File: config.mk
export PLATFORM = sky130hd
export DESIGN_NAME = mabp_port
export DESIGN_NICKNAME = d
export VERILOG_FILES = /design/src/rtl/mabp_pkg.sv /design/src/rtl/mabp_port.sv
export SDC_FILE = /design/constraint.sdc
export NUM_CORES = 1
export LEC_CHECK = 0
export BUFFER_PORTS_ARGS = -buffer_cell sky130_fd_sc_hd__buf_2
export CAP_MARGIN = 10
export CORE_ASPECT_RATIO = 0.6
export CORE_UTILIZATION = 40
export CTS_BUF_LIST = sky130_fd_sc_hd__clkbuf_4 sky130_fd_sc_hd__clkbuf_8
export CTS_CLUSTER_DIAMETER = 150
export CTS_CLUSTER_SIZE = 40
export DETAILED_ROUTE_END_ITERATION = 10
export PLACE_DENSITY_LB_ADDON = 0.1
export SETUP_SLACK_MARGIN = 0.2
export SLEW_MARGIN = 20
export SYNTH_ARGS = -nofsm -noshare
export SYNTH_HDL_FRONTEND = slang
export SYNTH_SLANG_ARGS = --single-unit
File: constraint.sdc
create_clock -name clk -period 5.85 [get_ports clk]
set_input_delay 1.4625 -clock clk [delete_from_list [all_inputs] [get_ports clk]]
set_output_delay 1.4625 -clock clk [all_outputs]
set_load 0.01 [all_outputs]
File: src/rtl/mabp_pkg.sv
// package for the multiplexed address/data bus port: register map,
// reset values, encodings, machine states and timing constants.
// assumes a single 25 MHz clock shared by every user of the package.
package mabp_pkg;
   // register map of the control port (byte addresses)
   localparam logic [3:0]  MABP_CTRL_OFS      = 4'h0;
   localparam logic [3:0]  MABP_STAT_OFS      = 4'h4;
   localparam logic [31:0] MABP_CTRL_RST      = 32'h0000_0000;
   // control register fields
   localparam int          MABP_CTRL_BE_INH   = 0;   // byte strobes held off on reads
   localparam int          MABP_CTRL_PW_LO    = 1;   // port width, two bits
   localparam int          MABP_CTRL_BIG_END  = 3;   // big endian byte order
   // status register fields
   localparam int          MABP_STAT_CFG_LO   = 0;   // four reset option bits
   localparam int          MABP_STAT_BUSY     = 4;
   // reset option bits as sampled on the low address pins
   localparam int          MABP_OPT_ROM16     = 3;
   localparam int          MABP_OPT_ROM8      = 2;
   localparam int          MABP_OPT_RSVD      = 1;
   localparam int          MABP_OPT_XHOLD     = 0;
   // port width and datum size encodings
   localparam logic [1:0]  MABP_PW_32         = 2'h0;
   localparam logic [1:0]  MABP_PW_16         = 2'h1;
   localparam logic [1:0]  MABP_PW_8          = 2'h2;
   localparam logic [1:0]  MABP_SZ_BYTE       = 2'h0;
   localparam logic [1:0]  MABP_SZ_HALF       = 2'h1;
   localparam logic [1:0]  MABP_SZ_WORD       = 2'h2;
   // timing
   localparam int          MABP_CLK_NS        = 40;
   localparam int          MABP_ALE_NS        = 40;  // least address phase
   localparam int          MABP_ALE_XHOLD_NS  = 80;  // least phase with extended hold
   localparam logic [1:0]  MABP_ALE_CYC       = 2'((MABP_ALE_NS + MABP_CLK_NS - 1) / MABP_CLK_NS);
   localparam logic [1:0]  MABP_ALE_XHOLD_CYC =
      2'((MABP_ALE_XHOLD_NS + MABP_CLK_NS - 1) / MABP_CLK_NS);
   localparam logic [1:0]  MABP_CFG_SETTLE    = 2'h3; // cycles for option pins to sync
   localparam int          MABP_FIFO_DEPTH    = 4;

   typedef enum logic [2:0] {
      MABP_ST_CFG  = 3'b000,  // low address pins are inputs
      MABP_ST_IDLE = 3'b001,
      MABP_ST_ADDR = 3'b010,  // address phase, latch strobe high
      MABP_ST_TURN = 3'b011,  // read turnaround, bus released
      MABP_ST_WAIT = 3'b100,  // wait for memory acknowledge
      MABP_ST_REL  = 3'b101   // wait for acknowledge to drop
   } mabp_state_t;
endpackage : mabp_pkg

File: src/rtl/mabp_port.sv
// multiplexed address/data bus port: write buffer fifo and the bus sequencer.
// assumes memory answers each datum with a four-phase acknowledge level
// and that the board resolves the two-way pins from the output enables.
// Notes on behaviour
// - address bits 31..4 on upper bus lines
// - active-low byte strobes on lowest four lines
// - control bit keeps strobes inactive during reads
// - same lines carry data after address
// - write data comes from the write buffer
// - single or four-word reads into read buffer
// - lanes from size, port width, byte order
// - low address bits valid per port width
// - exact address, then step for wide datum
// - quad reads count from zero by port step
// - low address pins sampled as reset options
// - diag shows cache miss in address phase
// - diag shows instruction fetch in data phase
// - latch strobe high while address valid
// - signal bus release before memory drives
`timescale 1ns/1ps

module mabp_fifo #(
   parameter int W = 32,
   parameter int D = 4
) (
   input  wire logic         clk,       // system clock
   input  wire logic         rstn,      // async reset, low
   input  wire logic         in_valid,  // push request
   output logic              in_ready,  // room for a word
   input  wire logic [W-1:0] in_data,   // pushed word
   output logic              out_valid, // word available
   input  wire logic         out_ready, // pop request
   output logic [W-1:0]      out_data   // head word
);
   localparam int AW = $clog2(D);
   typedef struct packed {
      logic [AW-1:0] wp;
      logic [AW-1:0] rp;
      logic [AW:0]   cnt;
   } mabp_fifo_t;
   mabp_fifo_t    q, d;
   logic [W-1:0]  mem [D];
   logic          push, pop;

   assign in_ready  = (q.cnt != (AW+1)'(D));
   assign out_valid = (q.cnt != '0);
   assign out_data  = mem[q.rp];
   assign push      = in_valid && in_ready;
   assign pop       = out_valid && out_ready;

   // pointer and count update
   always_comb begin
      d = q;
      if (push) d.wp = (q.wp == AW'(D-1)) ? '0 : q.wp + 1'b1;
      if (pop)  d.rp = (q.rp == AW'(D-1)) ? '0 : q.rp + 1'b1;
      d.cnt = q.cnt + (AW+1)'(push) - (AW+1)'(pop);
   end

   always_ff @(posedge clk or negedge rstn) begin
      if (!rstn) q <= '0;
      else       q <= d;
   end

   // storage, written without reset
   always_ff @(posedge clk) begin
      if (push) mem[q.wp] <= in_data;
   end
endmodule : mabp_fifo

module mabp_port
   import mabp_pkg::*;
(
   input  wire logic        clk,           // 25 mhz clock
   input  wire logic        rstn,          // async reset, low
   // control registers
   input  wire logic [3:0]  reg_addr,      // byte address
   input  wire logic [31:0] reg_wdata,     // write data
   input  wire logic        reg_wr,        // write strobe
   input  wire logic        reg_rd,        // read strobe
   output logic [31:0]      reg_rdata,     // read data, next cycle
   // transfer requests
   input  wire logic        req_valid,     // request present
   output logic             req_ready,     // request taken
   input  wire logic        req_write,     // 1 write, 0 read
   input  wire logic [31:0] req_addr,      // byte address
   input  wire logic [1:0]  req_size,      // byte, half, word
   input  wire logic        req_quad,      // four-word read
   input  wire logic        req_instr,     // instruction reference
   input  wire logic        req_miss,      // caused by cache miss
   // write buffer fill side
   input  wire logic        wd_valid,      // store word present
   output logic             wd_ready,      // buffer has room
   input  wire logic [31:0] wd_data,       // store word
   // read buffer side
   output logic             rd_valid,      // read word pulse
   output logic [31:0]      rd_data,       // read word
   output logic             rd_last,       // last word of transfer
   // bus pins
   input  wire logic [31:0] ad_in,         // address/data in
   output logic [31:0]      ad_out,        // address/data out
   output logic             ad_oe,         // address/data drive
   input  wire logic [3:0]  low_addr_in,   // low address in (options)
   output logic [3:0]       low_addr_out,  // low address out
   output logic             low_addr_oe,   // low address drive
   output logic             diag,          // diagnostic pin
   output logic             ale,           // address latch strobe
   output logic             read_data_drive_enable, // bus released on reads
   input  wire logic        mem_ack        // memory datum acknowledge
);
   typedef struct packed {
      mabp_state_t st;
      logic [1:0]  cnt;        // settle and address phase counter
      logic [3:0]  opts;       // sampled reset options
      logic [31:0] ctrl;
      logic [31:0] rdata;
      logic [2:0]  ack_s;      // acknowledge synchroniser
      logic        ack;        // confirmed acknowledge level
      logic [95:0] ad_s;       // data pin synchroniser
      logic [11:0] la_s;       // option pin synchroniser
      logic [31:0] addr;
      logic        wr, quad, instr, miss;
      logic [1:0]  size;
      logic [3:0]  lo;         // low address counter
      logic [4:0]  left;       // beats remaining
      logic [31:0] acc;        // read word assembly
      logic        rv, rl;
      logic [31:0] rw;
   } mabp_top_t;
   mabp_top_t   q, d;

   logic        wb_valid, wb_pop;
   logic [31:0] wb_data;
   logic [1:0]  pw, plog, slog;
   logic [3:0]  step, lmask, be_n;
   logic [1:0]  lane;
   logic [4:0]  beats;
   logic [31:0] chunk;
   logic        beat_done, word_end;

   // write buffer holding store data ahead of the bus
   mabp_fifo #(.W(32), .D(MABP_FIFO_DEPTH)) u_wbuf (
      .clk       (clk),
      .rstn      (rstn),
      .in_valid  (wd_valid),
      .in_ready  (wd_ready),
      .in_data   (wd_data),
      .out_valid (wb_valid),
      .out_ready (wb_pop),
      .out_data  (wb_data)
   );

   // port width, step and lane selection
   always_comb begin
      pw    = q.ctrl[MABP_CTRL_PW_LO +: 2];
      plog  = (pw == MABP_PW_32) ? 2'd2 : (pw == MABP_PW_16) ? 2'd1 : 2'd0;
      slog  = (req_size == MABP_SZ_BYTE) ? 2'd0 : (req_size == MABP_SZ_HALF) ? 2'd1 : 2'd2;
      step  = 4'(4'h1 << plog);
      beats = req_quad ? 5'(5'h10 >> plog)
            : (slog > plog) ? 5'(5'h1 << (slog - plog)) : 5'h1;
      lmask = (q.size == MABP_SZ_BYTE) ? 4'h1 : (q.size == MABP_SZ_HALF) ? 4'h3 : 4'hF;
      lmask = 4'(lmask << q.addr[1:0]);
      if (q.ctrl[MABP_CTRL_BIG_END])
         lmask = {lmask[0], lmask[1], lmask[2], lmask[3]};
      if (q.quad)
         lmask = 4'hF;
      be_n = ~lmask;
      if (!q.wr && q.ctrl[MABP_CTRL_BE_INH])
         be_n = 4'hF;
      // lane holding the current chunk on narrow ports
      if (plog == 2'd2)
         lane = 2'd0;
      else if (q.ctrl[MABP_CTRL_BIG_END])
         lane = 2'(2'd3 - q.lo[1:0] - 2'(step - 4'h1));
      else
         lane = q.lo[1:0];
      chunk = q.ad_s[95:64];
      if (plog == 2'd1) chunk = {16'h0000, chunk[15:0]};
      if (plog == 2'd0) chunk = {24'h00_0000, chunk[7:0]};
      chunk = 32'(chunk << {lane, 3'b000});
   end

   assign beat_done = (q.st == MABP_ST_WAIT) && q.ack;
   assign word_end  = (q.left == 5'h1) || (q.quad && ((q.lo + step) & 4'h3) == 4'h0);
   assign wb_pop    = beat_done && q.wr && (q.left == 5'h1);
   assign req_ready = (q.st == MABP_ST_IDLE) && (!req_write || wb_valid);

   // sequencer and register port
   always_comb begin
      d = q;
      d.rv = 1'b0;
      d.rl = 1'b0;
      // three-stage pin synchronisers; an acknowledge or option change counts when stages two and three agree
      d.ack_s = {q.ack_s[1:0], mem_ack};
      if (q.ack_s[2] == q.ack_s[1]) d.ack = q.ack_s[2];
      d.ad_s = {q.ad_s[63:0], ad_in};
      d.la_s = {q.la_s[7:0], low_addr_in};
      // register access
      d.rdata = 32'h0000_0000;
      if (reg_rd && reg_addr == MABP_CTRL_OFS) d.rdata = q.ctrl;
      if (reg_rd && reg_addr == MABP_STAT_OFS)
         d.rdata = {27'h0, (q.st != MABP_ST_IDLE), q.opts};
      if (reg_wr && reg_addr == MABP_CTRL_OFS) d.ctrl = reg_wdata;
      case (q.st)
         MABP_ST_CFG: begin
            // pins stay inputs until the options have crossed the synchroniser
            if (q.cnt == MABP_CFG_SETTLE && q.la_s[11:8] == q.la_s[7:4]) begin
               d.opts = q.la_s[11:8];
               if (q.la_s[11 - (3 - MABP_OPT_ROM16)])
                  d.ctrl[MABP_CTRL_PW_LO +: 2] = MABP_PW_16;
               else if (q.la_s[11 - (3 - MABP_OPT_ROM8)])
                  d.ctrl[MABP_CTRL_PW_LO +: 2] = MABP_PW_8;
               d.st = MABP_ST_IDLE;
            end else if (q.cnt != MABP_CFG_SETTLE) begin
               d.cnt = q.cnt + 2'd1;
            end
         end
         MABP_ST_IDLE: begin
            if (req_valid && req_ready) begin
               d.addr  = req_addr;
               d.wr    = req_write;
               d.quad  = req_quad && !req_write;
               d.size  = req_size;
               d.instr = req_instr;
               d.miss  = req_miss;
               d.left  = beats;
               d.lo    = (req_quad && !req_write) ? 4'h0 : req_addr[3:0];
               d.acc   = 32'h0000_0000;
               d.cnt   = q.opts[MABP_OPT_XHOLD] ? MABP_ALE_XHOLD_CYC : MABP_ALE_CYC;
               d.st    = MABP_ST_ADDR;
            end
         end
         MABP_ST_ADDR: begin
            if (q.cnt > 2'd1) d.cnt = q.cnt - 2'd1;
            else d.st = q.wr ? MABP_ST_WAIT : MABP_ST_TURN;
         end
         MABP_ST_TURN: begin
            d.st = MABP_ST_WAIT;
         end
         MABP_ST_WAIT: begin
            if (q.ack) begin
               if (!q.wr) begin
                  d.acc = q.acc | chunk;
                  if (word_end) begin
                     d.rv  = 1'b1;
                     d.rw  = q.acc | chunk;
                     d.rl  = (q.left == 5'h1);
                     d.acc = 32'h0000_0000;
                  end
               end
               d.lo   = q.lo + step;
               d.left = q.left - 5'h1;
               d.st   = MABP_ST_REL;
            end
         end
         MABP_ST_REL: begin
            if (!q.ack) d.st = (q.left == 5'h0) ? MABP_ST_IDLE : MABP_ST_WAIT;
         end
         default: d.st = MABP_ST_IDLE;
      endcase
   end

   always_ff @(posedge clk or negedge rstn) begin
      if (!rstn) begin
         q      <= '0;
         q.st   <= MABP_ST_CFG;
         q.ctrl <= MABP_CTRL_RST;
      end else begin
         q <= d;
      end
   end

   // pin drive
   always_comb begin
      ale    = (q.st == MABP_ST_ADDR);
      ad_oe  = (q.st == MABP_ST_ADDR) || (q.wr && (q.st == MABP_ST_WAIT || q.st == MABP_ST_REL));
      ad_out = {q.addr[31:4], be_n};
      if (q.st != MABP_ST_ADDR)
         ad_out = (plog == 2'd2) ? wb_data : 32'(wb_data >> {lane, 3'b000});
      read_data_drive_enable = !q.wr &&
         (q.st == MABP_ST_WAIT || q.st == MABP_ST_REL);
      low_addr_oe  = (q.st != MABP_ST_CFG);
      low_addr_out = q.lo;
      if (q.st == MABP_ST_ADDR) diag = !q.wr && q.miss;
      else                      diag = !q.wr && q.instr;
   end

   assign reg_rdata = q.rdata;
   assign rd_valid  = q.rv;
   assign rd_data   = q.rw;
   assign rd_last   = q.rl;
endmodule : mabp_port

==> results.ini <==
[grt]
grt-ovfl-total=0
grt_max_degree=124
antenna_found_initial=3
grt.total_usage_pct=19.0
grt_pass1_wl_um=63600
grt_pass1_vias=10200

[setup_path]
endpoint=ad_out[4]
critPathLaunch=pw[1]$_DFF_PN0_
critical_path_arrival_ns=3.92
start_kind=register
crit_slowest_cell=dfrtp_1
path_max_fanout=17
cp_cell_sequence=nand2b_2, inv_1, ha_1, or3_1, and3_1, o21ai_0, o32ai_1, a21o_1, buf_2
reg2reg_from=pw[1]$_DFF_PN0_
rrSetupSlack_ns=2.17
crit_required_ns=4.39
reg2reg_to=q[35]$_DFFE_PN0P_
critical_path.top_delay_family=compound AO/OA/AOI/OAI gates
rr_worst_depth=9
crit_buf_inv=2
cp.depth=9
critPathKind=register to output pin
endpoint_kind=output pin
slowest_delay_ns=0.77

[cts]
path_clk_slew_ns=0.23
clk_latency_ns=0.63
cts_htree_levels=1
cts_root_buf=clkbuf_8
cts_buffers=14
cts_tree=built
cts_max_path_buffers=3
cts_sinks=431
cts.hold.buffers_added=0

[synthesis]
synth.area.top_cells=dfrtp_1 (44%), edfxtp_1 (22%), mux4_2 (4.2%)
synth_ff_type=dfrtp_1
ys_ff_latch=431
synth-seq-area-share_pct=66.1
synth-edff-count=128
synth_top_area_share_pct=43.8
synthCells=1295
synth_most_common_cell=dfrtp_1
post_synth.cell_area_avg_um2=13.4
yosysWarnings=0
synth_area_leader_cell=dfrtp_1
syn_nets=1464
synth_commonest_cells=dfrtp_1 (303), nand2_1 (170), edfxtp_1 (128), nor2_1 (83), buf_4 (74)
yosysUniqueCellTypes=72
async_flop_share_pct=70.3
synth_area_um2=17300

[routing]
routedWlPerCell_um=20.7
first_pass_iters=6
ant_nets=0
drcViolationCount=0
drtIter0Drc=1060
viasPerCell=5.16
via_count=10500
wirelength_um=42100

[floorplan]
die_h_um=163
rows=58
core-area_um2=42200
die_w_um=270
initial_core_util_pct=41.0
die-area_um2=44100
ios=258

[sta]
fin_crit_sh_pct=92.0
worstMarginPinSlew_ns=0.931
max_freq_mhz=186
layout_setup_ws_ns=0.470
finalMaxSlewViolations=0
hold_viol=0
rsz0062_at_grt=false
slew_headroom_pct=37.8
skew_ns=0.0305
setup_viol=0
holdWs_ns=0.355
setup_tns_ns=0
fin_crit_ns=5.38

[cells_and_area]
drive_gt1_share_pct=27.5
final_util_pct=44.9
nets=1623
fillers=3953
multi_input_area_um2=4960
area_growth_pct=9.62
regArea_um2=11400

[placement]
dp_slack_ns=1.01
dp_hpwl_um=29600
io_buffers=257
place.gp.congestion=0.873

[pwr]
peakVddDrop_mv=0.150
design_power_total_uw=7960
combPwrFrac_pct=35.5
switching_power_uw=2950
p_int_uw=5010
seq_power_share_pct=50.3
power_density_nw_per_um2=420
p_leak_uw=0.00849
clkPwrFrac_pct=14.2
switching_share_pct=37.1

[min_path]
hp-class=register to register

[run]
drv_cap=0

[status]
status=complete, no violations

-- worst min-delay path by stage --
stage                     cells after the start               end  slack, ns             start
after floorplan                               0  d[121]$_DFF_PN0_       0.33  d[117]$_DFF_PN0_
after global placement                        0  d[213]$_DFF_PN0_       0.34  d[181]$_DFF_PN0_
after detailed placement                      0  q[220]$_DFF_PN0_       0.33  d[220]$_DFF_PN0_
after CTS                                     0  q[207]$_DFF_PN0_       0.36  d[207]$_DFF_PN0_
after global routing                          0  q[207]$_DFF_PN0_       0.37  d[207]$_DFF_PN0_
final                                         0  q[207]$_DFF_PN0_       0.36  d[207]$_DFF_PN0_
-- power by group through the flow --
stage | logic, µW | clock network (µW) | registers (µW)
after floorplan | 2020 | 0 | 3910
after global placement | 2770 | 0 | 4050
after detailed placement | 2810 | 0 | 4060
after CTS | 2810 | 1200 | 4000
after global routing | 3100 | 1290 | 4070
final | 2830 | 1130 | 4000
-- repair_timing --
item,CTS,global route
resized for setup,0,3
setup buffers,0,2
endpoints found under the setup margin,0,17
-- state kept, by name, summed over array words and instances, names as in the netlist --
name	flops
q	150
u_wbuf.mem	128
d	74
rd_data	32
reg_rdata	32
u_wbuf.q	7
low_addr_out	4
pw	2
rd_last	1
rd_valid	1
-- per-layer routing --
layer  up-vias  wire length, µm  track usage (%)
met5         -                0                0
met3        32             2800             3.76
met4         0              439             2.72
met1      5311            20500             29.6
met2       315            18400             27.9
li1       4827                -                -
-- layout make-up --
type,count,area share [%]
inverters,23,0.455
multi-input cells,704,26.1
diodes,3,0.0396
repair buffers,280,7.98
well taps,570,3.76
clock buffers,20,1.29
clock inverters,1,0.0594
flip-flops and latches,431,60.3
-- through the flow --
| stage | area [µm²] | std cells |
|---|---|---|
| 2_1_floorplan | 17300 | 1295 |
| 3_3_place_gp | 18600 | 2005 |
| 5_1_grt | 19000 | 2030 |
| 6_report | 19000 | 2032 |
| 4_1_cts | 18900 | 2026 |
| 3_5_place_dp | 18600 | 2005 |
-- cell usage in the layout (no fill, tap or decap), types with 14 or more instances in the layout --
| cell | Yosys | routed |
|---|---|---|
| a21oi_1 | 67 | 67 |
| a221oi_1 | 23 | 23 |
| a22o_1 | 25 | 25 |
| a31oi_1 | 14 | 14 |
| and2_1 | 33 | 33 |
| buf_2 | 29 | 256 |
| buf_4 | 74 | 20 |
| clkbuf_8 | 0 | 15 |
| dfrtp_1 | 303 | 301 |
| edfxtp_1 | 128 | 128 |
| ha_1 | 17 | 17 |
| inv_1 | 22 | 22 |
| mux2_2 | 45 | 45 |
| mux4_2 | 32 | 32 |
| nand2_1 | 170 | 170 |
| nand3_1 | 18 | 18 |
| nor2_1 | 83 | 83 |
| o21ai_0 | 28 | 28 |
-- cell families (layout without fill, tap and decap cells) --
family / Yosys count / after routing / share of synthesized area (%)
DFF: 431 / 431 / 66.1
xor gates and xnor gates: 9 / 9 / 0.456
adders and majority gates: 21 / 21 / 1.63
muxes: 89 / 89 / 7.79
and+or+nand+nor: 353 / 353 / 9.27
other: 0 / 3 / 0
AOI/OAI and AO/OA: 232 / 232 / 9.34
buffers and inverters: 160 / 324 / 5.46
Power figures use the tool's default switching activity.
